File: src/lpd_cfg.svh
/*
  Constants for the low-power DDR command link: command encodings,
  timing figures in their own units and their cycle counts.
  Assumes a 200 MHz core clock on both ends.
*/
`ifndef LPD_CFG_SVH
`define LPD_CFG_SVH

`define LPD_CLK_MHZ 200
// Row strobe, column strobe, write enable
`define LPD_RCW_NOP 3'h7
`define LPD_RCW_ACT 3'h3
`define LPD_RCW_RD 3'h5
`define LPD_RCW_WR 3'h4
`define LPD_RCW_BT 3'h6
`define LPD_RCW_PRE 3'h2
`define LPD_RCW_REF 3'h1
`define LPD_A10 10
`define LPD_PARTIAL_ARRAY_REFRESH_SETTING_HALF 3'h1
`define LPD_PARTIAL_ARRAY_REFRESH_SETTING_QUARTER 3'h2
`define LPD_BANKS_ALL 4'hF
`define LPD_BANKS_HALF 4'h3
`define LPD_BANKS_QUARTER 4'h1
// Timing in ns, counts rounded up
`define LPD_TRP_NS 15
`define LPD_TRAS_NS 40
`define LPD_TRFC_NS 80
`define LPD_TXSR_NS 120
`define LPD_CYC(ns) (((ns) * `LPD_CLK_MHZ + 999) / 1000)
`define LPD_TRP_CYC `LPD_CYC(`LPD_TRP_NS)
`define LPD_TRAS_CYC `LPD_CYC(`LPD_TRAS_NS)
`define LPD_TRFC_CYC `LPD_CYC(`LPD_TRFC_NS)
`define LPD_TXSR_CYC `LPD_CYC(`LPD_TXSR_NS)
// Longest refresh interval in ps, rounded down
`define LPD_REFI_PS 7812500
`define LPD_REFI_CYC (`LPD_REFI_PS * `LPD_CLK_MHZ / 1000000)
// Least power-up pause in ns
`define LPD_POWERUP_NS 200000
`define LPD_POWERUP_CYC `LPD_CYC(`LPD_POWERUP_NS)
`define LPD_INIT_REFS 2'h2
`define LPD_REF_LIMIT 4'h8

`endif

File: src/lpd_pkg.sv
/*
  Types shared by both ends of the low-power DDR command link.
  Assumes nothing of its surroundings.
*/
package lpd_pkg;
  typedef enum logic [1:0] {
    md_normal, md_self, md_xsr, md_dpd
  } lpd_mode_type;
  typedef enum logic [1:0] {
    cs_power_wait, cs_run, cs_self, cs_dpd
  } lpd_ctrl_state_type;
  typedef enum logic [2:0] {
    uc_activate, uc_read, uc_write, uc_precharge,
    uc_terminate, uc_self_refresh, uc_deep_power_down
  } lpd_user_cmd_type;
endpackage

File: src/lpd_link_if.sv
/*
  Command pins between memory controller and memory device.
  Assumes the controller drives every signal and makes the clock.
*/
`timescale 1ns/10ps
`default_nettype none
interface lpd_link_if;
  logic mem_clk;
  logic cke;
  logic cs_n;
  logic ras_n;
  logic cas_n;
  logic we_n;
  logic [1:0] ba;
  logic [12:0] addr;
  modport ctrl (output mem_clk, cke, cs_n, ras_n, cas_n, we_n, ba, addr);
  modport mem (input mem_clk, cke, cs_n, ras_n, cas_n, we_n, ba, addr);
endinterface
`default_nettype wire

File: src/lpd_mem_end.sv
/*
  Device end: bank states, precharge, auto precharge, burst stop,
  refresh counter, self refresh and deep power down.
  Assumes the link pins come from another clock domain.
*/
`timescale 1ns/10ps
`default_nettype none
`include "lpd_cfg.svh"

// What this block and the controller end do
// - PRECHARGE closes one bank, or all
// - Controller waits precharge time before activate
// - Idle bank needs activate before access
// - Precharge on closed bank is no-op
// - Other bank accessible during auto precharge
// - A10 on access precharges after burst
// - Auto precharge waits burst end, row time
// - No command to bank during precharge
// - Burst stop cuts latest plain read
// - Row stays open after burst stop
// - Auto refresh uses internal row counter
// - Controller refreshes every 7.8125us average
// - Clock enable high through refresh period
// - Self refresh ignores all but enable
// - Self refresh covers partial array setting
// - Self refresh exit: stable clock, NOPs
// - Deep power down loses data, reinitialize
// - Power-up wait 200us, two refreshes
// - Repeat wake-up when refresh overdue
// - Refresh encoding, enable picks auto/self
// - Precharge encoding sampled on rising edge
// - Stop encoding, enable picks deep sleep
module lpd_mem_end #(
  parameter int BURST_LEN = 4,
  parameter int SR_SLOW_CYC = 400,
  parameter int SR_FAST_CYC = 200
) (
  input wire logic i_clk, // Core clock
  input wire logic i_reset, // Sync reset, high
  lpd_link_if.mem link, // Command pins
  input wire logic [2:0] i_partial_array_refresh_setting, // Array part
  input wire logic i_temp_hot, // Faster self refresh
  output logic [3:0] o_bank_open, // Row open per bank
  output logic o_burst_active, // Burst running
  output logic o_cmd_error, // Illegal command pulse
  output logic o_refresh_pulse, // One row refreshed
  output logic [12:0] o_refresh_row, // Row refreshed
  output logic [3:0] o_refresh_banks, // Banks refreshed
  output logic o_self_refresh, // In self refresh
  output logic o_deep_power_down_mode, // In deep power down
  output logic o_init_needed // Contents lost
);

  if (BURST_LEN < 2 || BURST_LEN > 16 || BURST_LEN % 2 != 0) begin : g_chk
    $error("BURST_LEN must be even, 2 to 16");
  end
  if (SR_SLOW_CYC < 1 || SR_SLOW_CYC > 65535 || SR_FAST_CYC < 1 ||
      SR_FAST_CYC > 65535) begin : g_chk_sr
    $error("Self refresh periods out of range");
  end

  // ----------------------------------------------------------------
  // Pin sampling
  // ----------------------------------------------------------------
  logic [20:0] pin_raw, s1, s2, s3, pin_q, next_pin;
  assign pin_raw = {link.mem_clk, link.cke, link.cs_n, link.ras_n,
                    link.cas_n, link.we_n, link.ba, link.addr};
  assign next_pin = (s2 & s3) | (pin_q & (s2 | s3));

  always_ff @(posedge i_clk) begin
    if (i_reset) begin
      s1 <= '0;
      s2 <= '0;
      s3 <= '0;
      pin_q <= '0;
    end else begin
      s1 <= pin_raw;
      s2 <= s1;
      s3 <= s2;
      pin_q <= next_pin;
    end
  end

  // ----------------------------------------------------------------
  // Command decode
  // ----------------------------------------------------------------
  lpd_pkg::lpd_mode_type mode;
  logic rise, cke, sel, a10;
  logic [2:0] rcw;
  logic [1:0] ba;
  logic is_act, is_rd, is_wr, is_bt, is_pre, is_ref, is_sre, is_dpd;
  logic rw_ok, act_ok, xsr_bad;
  logic [3:0] bank_open, ap_pend, pre_start, ap_fire, pre_busy;

  assign rise = next_pin[20] & ~pin_q[20];
  assign cke = next_pin[19];
  assign rcw = next_pin[17:15];
  assign ba = next_pin[14:13];
  assign a10 = next_pin[`LPD_A10];
  assign sel = rise & ~next_pin[18] & (mode == lpd_pkg::md_normal);
  assign is_act = sel & cke & (rcw == `LPD_RCW_ACT);
  assign is_rd = sel & cke & (rcw == `LPD_RCW_RD);
  assign is_wr = sel & cke & (rcw == `LPD_RCW_WR);
  assign is_bt = sel & cke & (rcw == `LPD_RCW_BT);
  assign is_pre = sel & cke & (rcw == `LPD_RCW_PRE);
  assign is_ref = sel & cke & (rcw == `LPD_RCW_REF);
  assign is_sre = sel & ~cke & (rcw == `LPD_RCW_REF);
  assign is_dpd = sel & ~cke & (rcw == `LPD_RCW_BT);
  // Other banks stay open to access while one auto-precharges
  assign rw_ok = (is_rd | is_wr) & bank_open[ba] & ~ap_pend[ba];
  assign act_ok = is_act & ~bank_open[ba] & ~pre_busy[ba];
  assign xsr_bad = rise & ~next_pin[18] & (rcw != `LPD_RCW_NOP) &
                   (mode == lpd_pkg::md_xsr);

  // ----------------------------------------------------------------
  // Burst tracking
  // ----------------------------------------------------------------
  logic [4:0] burst_cnt;
  logic [1:0] burst_bank;
  logic burst_rd, burst_ap;

  always_ff @(posedge i_clk) begin
    if (i_reset) begin
      burst_cnt <= 5'h00;
      burst_bank <= 2'h0;
      burst_rd <= 1'b0;
      burst_ap <= 1'b0;
    end else if (rw_ok) begin
      burst_cnt <= 5'(BURST_LEN / 2);
      burst_bank <= ba;
      burst_rd <= is_rd;
      burst_ap <= a10;
    end else if (is_bt && burst_rd && !burst_ap) begin
      burst_cnt <= 5'h00;
    end else if (rise && burst_cnt != 5'h00) begin
      burst_cnt <= burst_cnt - 5'h01;
    end
  end

  // ----------------------------------------------------------------
  // Bank states
  // ----------------------------------------------------------------
  genvar b;
  for (b = 0; b < 4; b++) begin : g_bank
    logic hit;
    logic [7:0] pre_cnt, tras_cnt;
    assign hit = (ba == 2'(b));
    assign pre_busy[b] = (pre_cnt != 8'h00);
    // Starts once the burst is through and the row time is met
    assign ap_fire[b] = ap_pend[b] & (tras_cnt == 8'h00) &
                        ~((burst_cnt != 5'h00) & (burst_bank == 2'(b)));
    // Closed or closing bank ignores the precharge
    assign pre_start[b] = (is_pre & (a10 | hit) & bank_open[b]) |
                          ap_fire[b];

    always_ff @(posedge i_clk) begin
      if (i_reset) begin
        bank_open[b] <= 1'b0;
      end else if (pre_start[b] || is_dpd) begin
        bank_open[b] <= 1'b0;
      end else if (act_ok && hit) begin
        bank_open[b] <= 1'b1;
      end
    end

    always_ff @(posedge i_clk) begin
      if (i_reset) begin
        ap_pend[b] <= 1'b0;
      end else if (rw_ok && hit && a10) begin
        ap_pend[b] <= 1'b1;
      end else if (ap_fire[b]) begin
        ap_pend[b] <= 1'b0;
      end
    end

    always_ff @(posedge i_clk) begin
      if (i_reset) begin
        pre_cnt <= 8'h00;
        tras_cnt <= 8'h00;
      end else begin
        if (pre_start[b]) begin
          pre_cnt <= 8'(`LPD_TRP_CYC);
        end else if (pre_busy[b]) begin
          pre_cnt <= pre_cnt - 8'h01;
        end
        if (act_ok && hit) begin
          tras_cnt <= 8'(`LPD_TRAS_CYC);
        end else if (tras_cnt != 8'h00) begin
          tras_cnt <= tras_cnt - 8'h01;
        end
      end
    end
  end
  assign o_bank_open = bank_open;

  // ----------------------------------------------------------------
  // Power modes
  // ----------------------------------------------------------------
  logic [7:0] xsr_cnt;
  logic [15:0] sr_cnt;
  logic [1:0] init_refs;
  logic ref_auto, sr_tick;
  assign ref_auto = is_ref & ~|bank_open;
  assign sr_tick = (mode == lpd_pkg::md_self) & (sr_cnt == 16'h0000);

  always_ff @(posedge i_clk) begin
    if (i_reset) begin
      mode <= lpd_pkg::md_normal;
      xsr_cnt <= 8'h00;
    end else begin
      case (mode)
        lpd_pkg::md_normal: begin
          if (is_sre && !(|bank_open)) begin
            mode <= lpd_pkg::md_self;
          end else if (is_dpd && !(|bank_open)) begin
            mode <= lpd_pkg::md_dpd;
          end
        end
        lpd_pkg::md_self: begin
          if (cke) begin
            mode <= lpd_pkg::md_xsr;
            xsr_cnt <= 8'(`LPD_TXSR_CYC);
          end
        end
        lpd_pkg::md_xsr: begin
          if (xsr_cnt <= 8'h01) begin
            mode <= lpd_pkg::md_normal;
          end
          xsr_cnt <= xsr_cnt - 8'h01;
        end
        lpd_pkg::md_dpd: begin
          if (cke) begin
            mode <= lpd_pkg::md_normal;
          end
        end
        default: mode <= lpd_pkg::md_normal;
      endcase
    end
  end

  // Contents are lost until two refreshes follow
  always_ff @(posedge i_clk) begin
    if (i_reset) begin
      o_init_needed <= 1'b1;
      init_refs <= 2'h0;
    end else if (is_dpd) begin
      o_init_needed <= 1'b1;
      init_refs <= 2'h0;
    end else if (ref_auto && o_init_needed) begin
      init_refs <= init_refs + 2'h1;
      if (init_refs + 2'h1 == `LPD_INIT_REFS) begin
        o_init_needed <= 1'b0;
      end
    end
  end

  // ----------------------------------------------------------------
  // Refresh
  // ----------------------------------------------------------------
  logic [12:0] ref_row;
  logic [3:0] partial_array_refresh_setting_mask;
  always_comb begin
    case (i_partial_array_refresh_setting)
      `LPD_PARTIAL_ARRAY_REFRESH_SETTING_HALF: partial_array_refresh_setting_mask = `LPD_BANKS_HALF;
      `LPD_PARTIAL_ARRAY_REFRESH_SETTING_QUARTER: partial_array_refresh_setting_mask = `LPD_BANKS_QUARTER;
      default: partial_array_refresh_setting_mask = `LPD_BANKS_ALL;
    endcase
  end

  // Oscillator period follows temperature
  always_ff @(posedge i_clk) begin
    if (i_reset || mode != lpd_pkg::md_self || sr_cnt == 16'h0000) begin
      sr_cnt <= i_temp_hot ? 16'(SR_FAST_CYC) : 16'(SR_SLOW_CYC);
    end else begin
      sr_cnt <= sr_cnt - 16'h0001;
    end
  end

  always_ff @(posedge i_clk) begin
    if (i_reset) begin
      ref_row <= 13'h0000;
      o_refresh_row <= 13'h0000;
      o_refresh_banks <= 4'h0;
      o_refresh_pulse <= 1'b0;
    end else begin
      o_refresh_pulse <= ref_auto | sr_tick;
      if (ref_auto || sr_tick) begin
        ref_row <= ref_row + 13'h0001;
        o_refresh_row <= ref_row;
        o_refresh_banks <= ref_auto ? `LPD_BANKS_ALL : partial_array_refresh_setting_mask;
      end
    end
  end

  always_ff @(posedge i_clk) begin
    if (i_reset) begin
      o_cmd_error <= 1'b0;
      o_burst_active <= 1'b0;
      o_self_refresh <= 1'b0;
      o_deep_power_down_mode <= 1'b0;
    end else begin
      o_cmd_error <= ((is_rd | is_wr) & ~rw_ok) | (is_act & ~act_ok) |
                     (is_ref & |bank_open) | xsr_bad;
      o_burst_active <= (burst_cnt != 5'h00);
      o_self_refresh <= (mode == lpd_pkg::md_self);
      o_deep_power_down_mode <= (mode == lpd_pkg::md_dpd);
    end
  end

endmodule // lpd_mem_end
`default_nettype wire

File: src/flat_wrapper.sv
// flat-port wrapper written by rule: the top's interface ports become plain ports
module lpd_mem_end_flat 
#(
  parameter int BURST_LEN = 4,
  parameter int SR_SLOW_CYC = 400,
  parameter int SR_FAST_CYC = 200
)
  (i_clk, i_reset, i_partial_array_refresh_setting, i_temp_hot, o_bank_open, o_burst_active, o_cmd_error, o_refresh_pulse, o_refresh_row, o_refresh_banks, o_self_refresh, o_deep_power_down_mode, o_init_needed, link_mem_clk, link_cke, link_cs_n, link_ras_n, link_cas_n, link_we_n, link_ba, link_addr);
  lpd_link_if link_i ();
  input wire logic i_clk;
  input wire logic i_reset;
  input wire logic [2:0] i_partial_array_refresh_setting;
  input wire logic i_temp_hot;
  output logic [3:0] o_bank_open;
  output logic o_burst_active;
  output logic o_cmd_error;
  output logic o_refresh_pulse;
  output logic [12:0] o_refresh_row;
  output logic [3:0] o_refresh_banks;
  output logic o_self_refresh;
  output logic o_deep_power_down_mode;
  output logic o_init_needed;
  input wire logic [$bits(link_i.mem_clk)-1:0] link_mem_clk;
  input wire logic [$bits(link_i.cke)-1:0] link_cke;
  input wire logic [$bits(link_i.cs_n)-1:0] link_cs_n;
  input wire logic [$bits(link_i.ras_n)-1:0] link_ras_n;
  input wire logic [$bits(link_i.cas_n)-1:0] link_cas_n;
  input wire logic [$bits(link_i.we_n)-1:0] link_we_n;
  input wire logic [$bits(link_i.ba)-1:0] link_ba;
  input wire logic [$bits(link_i.addr)-1:0] link_addr;
  assign link_i.mem_clk = link_mem_clk;
  assign link_i.cke = link_cke;
  assign link_i.cs_n = link_cs_n;
  assign link_i.ras_n = link_ras_n;
  assign link_i.cas_n = link_cas_n;
  assign link_i.we_n = link_we_n;
  assign link_i.ba = link_ba;
  assign link_i.addr = link_addr;
  lpd_mem_end #(.BURST_LEN(BURST_LEN), .SR_SLOW_CYC(SR_SLOW_CYC), .SR_FAST_CYC(SR_FAST_CYC)) u_core (.i_clk(i_clk), .i_reset(i_reset), .link(link_i), .i_partial_array_refresh_setting(i_partial_array_refresh_setting), .i_temp_hot(i_temp_hot), .o_bank_open(o_bank_open), .o_burst_active(o_burst_active), .o_cmd_error(o_cmd_error), .o_refresh_pulse(o_refresh_pulse), .o_refresh_row(o_refresh_row), .o_refresh_banks(o_refresh_banks), .o_self_refresh(o_self_refresh), .o_deep_power_down_mode(o_deep_power_down_mode), .o_init_needed(o_init_needed));
endmodule
File: config.mk
export PLATFORM = sky130hd
export DESIGN_NAME = lpd_mem_end_flat
export DESIGN_NICKNAME = d
export VERILOG_FILES = /design/src/lpd_pkg.sv /design/src/lpd_link_if.sv /design/src/lpd_mem_end.sv /design/src/flat_wrapper.sv
export VERILOG_INCLUDE_DIRS = /design/src
export SDC_FILE = /design/constraint.sdc
export NUM_CORES = 1
export LEC_CHECK = 0
export BUFFER_PORTS_ARGS = -buffer_cell sky130_fd_sc_hd__clkbuf_2
export CORE_UTILIZATION = 52
export DETAILED_ROUTE_END_ITERATION = 10
export PLACE_DENSITY_LB_ADDON = 0.05
export SETUP_SLACK_MARGIN = 0.02
export SYNTH_ARGS = -nofsm -noshare
export SYNTH_HDL_FRONTEND = slang
export SYNTH_SLANG_ARGS = --single-unit
export TNS_END_PERCENT = 1
File: constraint.sdc
create_clock -name i_clk -period 4 [get_ports i_clk]
set_clock_uncertainty 0.15 [all_clocks]
set_input_delay 0.2 -clock i_clk [delete_from_list [all_inputs] [get_ports i_clk]]
set_output_delay 0.2 -clock i_clk [all_outputs]
set_load 0.05 [all_outputs]
==> key figures <==
Place
  • Routability congestion estimate: 0.8112
  • Detailed placer's ending HPWL: 11270 um
  • Port Buffers: 41

Power
  • Static leakage: 0.003371 uW
  • Worst vdd ir: 0.4294 mV
  • PwrDens: around 620 mW/mm^2

Finish
  • Diode count: 0
  • Area grow syn2layout: 12.93%
  • Fillers: roughly 1300
  • NumNets Final: 956
  • Ratio of cells with drive above 1 in the final layout: between 10% and 20%

Route
  • Via density: around 5.6
  • DRT Wirelength: 16130 um
  • Iter 0 DRT Violations: 297
  • DRT Pass-1 Iters: 5
  • Via Count: 6225
  • Avg WL per Cell: 14.57 um
  • Final ANT Viol Nets: 0
  • DRC Markers: 0

Floorplanning
  • Die width: 125.2 um
  • Core box area: 0.01470 mm^2
  • Row cnt: 44
  • Initial Util: ~54%
  • Die Y: 125.2 um
  • Die Area: 0.01569 mm^2
  • Ports: 54

Clocking
  • Number of setup buffers added after CTS: 0
  • CTS tree: built
  • Root Buffer: clkbuf_16
  • Worst-path clk slew: roughly 0.070 ns
  • CTS buffer count: 17
  • Clock sinks: 180
  • PostCTS Resize Cnt: 0
  • Worst-Skew Late Latency: 0.43 ns
  • Clk buf depth: 2
  • H-tree depth: 4

Synth
  • Synth top area cells: dfxtp_1 (46%), xnor2_1 (4.5%), nor2_1 (4.5%)
  • Syn Nets: 915
  • Commonest cells post-synth: dfxtp_1 (180), nor2_1 (95), nand2_1 (67)
  • Syn avg cell area: a little over 9 um^2
  • Synth top area share: 45.62%
  • #FFs+latches synth: 180
  • Post-synthesis sequential area ratio: 45.62%
  • Most instantiated library cell after synthesis: dfxtp_1
  • Mapped Cells: slightly below 900
  • Number of synthesized flops with an enable pin: 0
  • Synth area leader: dfxtp_1
  • Synth cell types: 70
  • Ys flop type: dfxtp_1
  • Syn. warnings: 0
  • Post-synth ARST share: 0%
  • Synth Cell Area: 0.007899 mm^2

Critical path
  • R2R setup slack: ~1.3 ns
  • CP Cell Sequence: inv_1, ha_1, or4b_2, nor2b_1, a31oi_1, o211ai_2, nor2_1
  • Worst Reg-to-Reg Cells: 7
  • Worst Setup Start Kind: register
  • Worst r2r src: u_core.g_bank[1].tras_cnt[0]
  • Slowest-stage cell, CP: or4b_2
  • Worst r2r dst: u_core.g_bank[1].pre_cnt[3]
  • Critical Path AT: 2.82 ns
  • Crit end category: register
  • Setup CP Type: reg2reg
  • Critical path peak fanout: 8
  • Slowest stage delay, CP: a little over 0.6 ns
  • WP data required: 4.15 ns

STA
  • Min cycle time layout: 2.665 ns
  • Final Cycle Share: 66.63%
  • Slew Limit Fails: 0
  • Hold WS: around 0.032 ns
  • RSZ-0062 raised after global routing: false
  • Final Hold Viols: 0
  • Fmax: 375.2 MHz
  • Final setup vio count: 0
  • Slew HR: 20.19%
  • Setup TNS: 0 ns
  • Slew @ Worst Pin: 1.193 ns

Global routing
  • First-pass GRT wire length: 27500 um
  • Grt ovf: 0
  • Vias in the first global route: ~5900
  • Initial antenna violation count: 0
  • Total GRT Usage: 21.46%
  • Pin count of the biggest net entering global routing: 47

Min path
  • Hold endpoint: u_core.o_refresh_banks[1]
  • Worst hold path startpoint: i_partial_array_refresh_setting[2]
  • Worst hold path class: in2reg
  • Hold path depth: 4

Flow run
  • Maxcap violations: 0

Outcome
  • Status: finished clean
## power by group
group          leakage, uW  total (uW)  internal (uW)  switching, uW
registers          0.00147        2270           2050            224
logic              0.00162        1620            737            879
clock network     0.000287        1680            993            683
## cells in the final DEF (no fill, tap or decap), types with 4 or more instances in the layout
cell type / count
or3b_2: 5
nor4b_1: 4
and3_1: 4
nand2_1: 67
dfxtp_1: 180
or3_1: 10
clkbuf_16: 17
o21a_1: 6
nor2b_1: 36
and2_1: 12
maj3_2: 4
maj3_1: 4
a32o_1: 5
nor2_1: 95
or4_1: 15
nor3b_1: 10
o31ai_1: 8
nand3_1: 24
xnor2_1: 41
nor4_1: 17
clkbuf_2: 40
a31oi_1: 8
inv_1: 31
ha_1: 19
nor3_1: 39
clkbuf_8: 4
nand2b_1: 9
o21ai_0: 19
o211a_1: 5
nand4_1: 7
mux2_2: 4
dlygate4sd3_1: 10
xor2_1: 22
a21oi_1: 66
mux2i_1: 6
or2_2: 5
## critical path, delay by kind of cell, from the launching register on
family | cells | cell delay [ns]
and+or+nand+nor | 3 | 1.31
AOI/OAI and AO/OA | 2 | 0.47
DFF | 1 | 0.32
adders and majority gates | 1 | 0.20
buffers and inverters | 1 | 0.09
## metal layers
metal,track usage [%],part of all wire [%]
met5,0,0
met4,6.600,0.90
met3,4.450,3.0
met2,36.41,48
met1,27.39,48
## worst max path at each step
stage,start,endpoint
finish,u_core.g_bank[1].tras_cnt[0],u_core.g_bank[1].pre_cnt[3]
global route,u_core.sr_cnt[7],u_core.o_refresh_row[4]
CTS,u_core.g_bank[1].tras_cnt[0],u_core.g_bank[1].pre_cnt[3]
floorplan,u_core.o_bank_open[2],u_core.ref_row[11]
detailed placement,u_core.g_bank[1].tras_cnt[0],u_core.g_bank[1].pre_cnt[3]
global placement,u_core.g_bank[1].tras_cnt[0],u_core.g_bank[1].pre_cnt[7]
## repair_timing
item,4_1_cts,5_1_grt
hold buffers,10,0
setup endpoints to repair,0,0
hold endpoints to repair,13,0
## state kept, by name, summed over array words and instances, names as in the netlist, 5 cells and up
signal,cells
u_core.burst_cnt,5
u_core.pin_q,9
u_core.s2,9
u_core.ref_row,13
u_core.sr_cnt,16
u_core.g_bank.tras_cnt,32
u_core.xsr_cnt,8
u_core.o_refresh_row,13
u_core.s1,9
u_core.s3,9
u_core.g_bank.pre_cnt,32
## final cells by class
class,count,area (um^2),share of cell area (%)
sequential,180,3603,40.40
clock buffer,23,488.0,5.471
timing repair buffer,53,322.8,3.619
inverter,31,116.4,1.305
clock inverter,9,117.6,1.319
tap,184,230.2,2.581
multi-input combinational,627,4041,45.31
## logic make-up (layout without fill, tap and decap cells)
family | count (synthesis) | after routing | synth area share (%)
flip-flops | 180 | 180 | 45.62
AND/OR/NAND/NOR | 385 | 385 | 26.87
multiplexers | 11 | 11 | 1.473
buffers and inverters | 62 | 116 | 3.216
XOR/XNOR | 63 | 63 | 6.985
adder cells (fa/ha/maj) | 27 | 27 | 4.087
AO/OA/AOI/OAI | 141 | 141 | 11.75
## metrics by stage
| step | cell area (um^2) | std cells | total power [uW] | setup WS [ns] | utilization, % |
|---|---|---|---|---|---|
| 4_1_cts | 8920 | 1107 | 5615 | 1.324 | 60.68 |
| 3_5_place_dp | 8214 | 1065 | 3905 | 1.341 | 55.88 |
| 3_3_place_gp | 8214 | 1065 | 3814 | 1.413 | 55.88 |
| 6_report | 8920 | 1107 | 5562 | 1.335 | 60.68 |
| 5_1_grt | 8920 | 1107 | 5942 | 1.123 | 60.68 |
| 2_1_floorplan | 7899 | 869 | 3603 | 1.671 | - |
(Power assumes the default switching activity.)
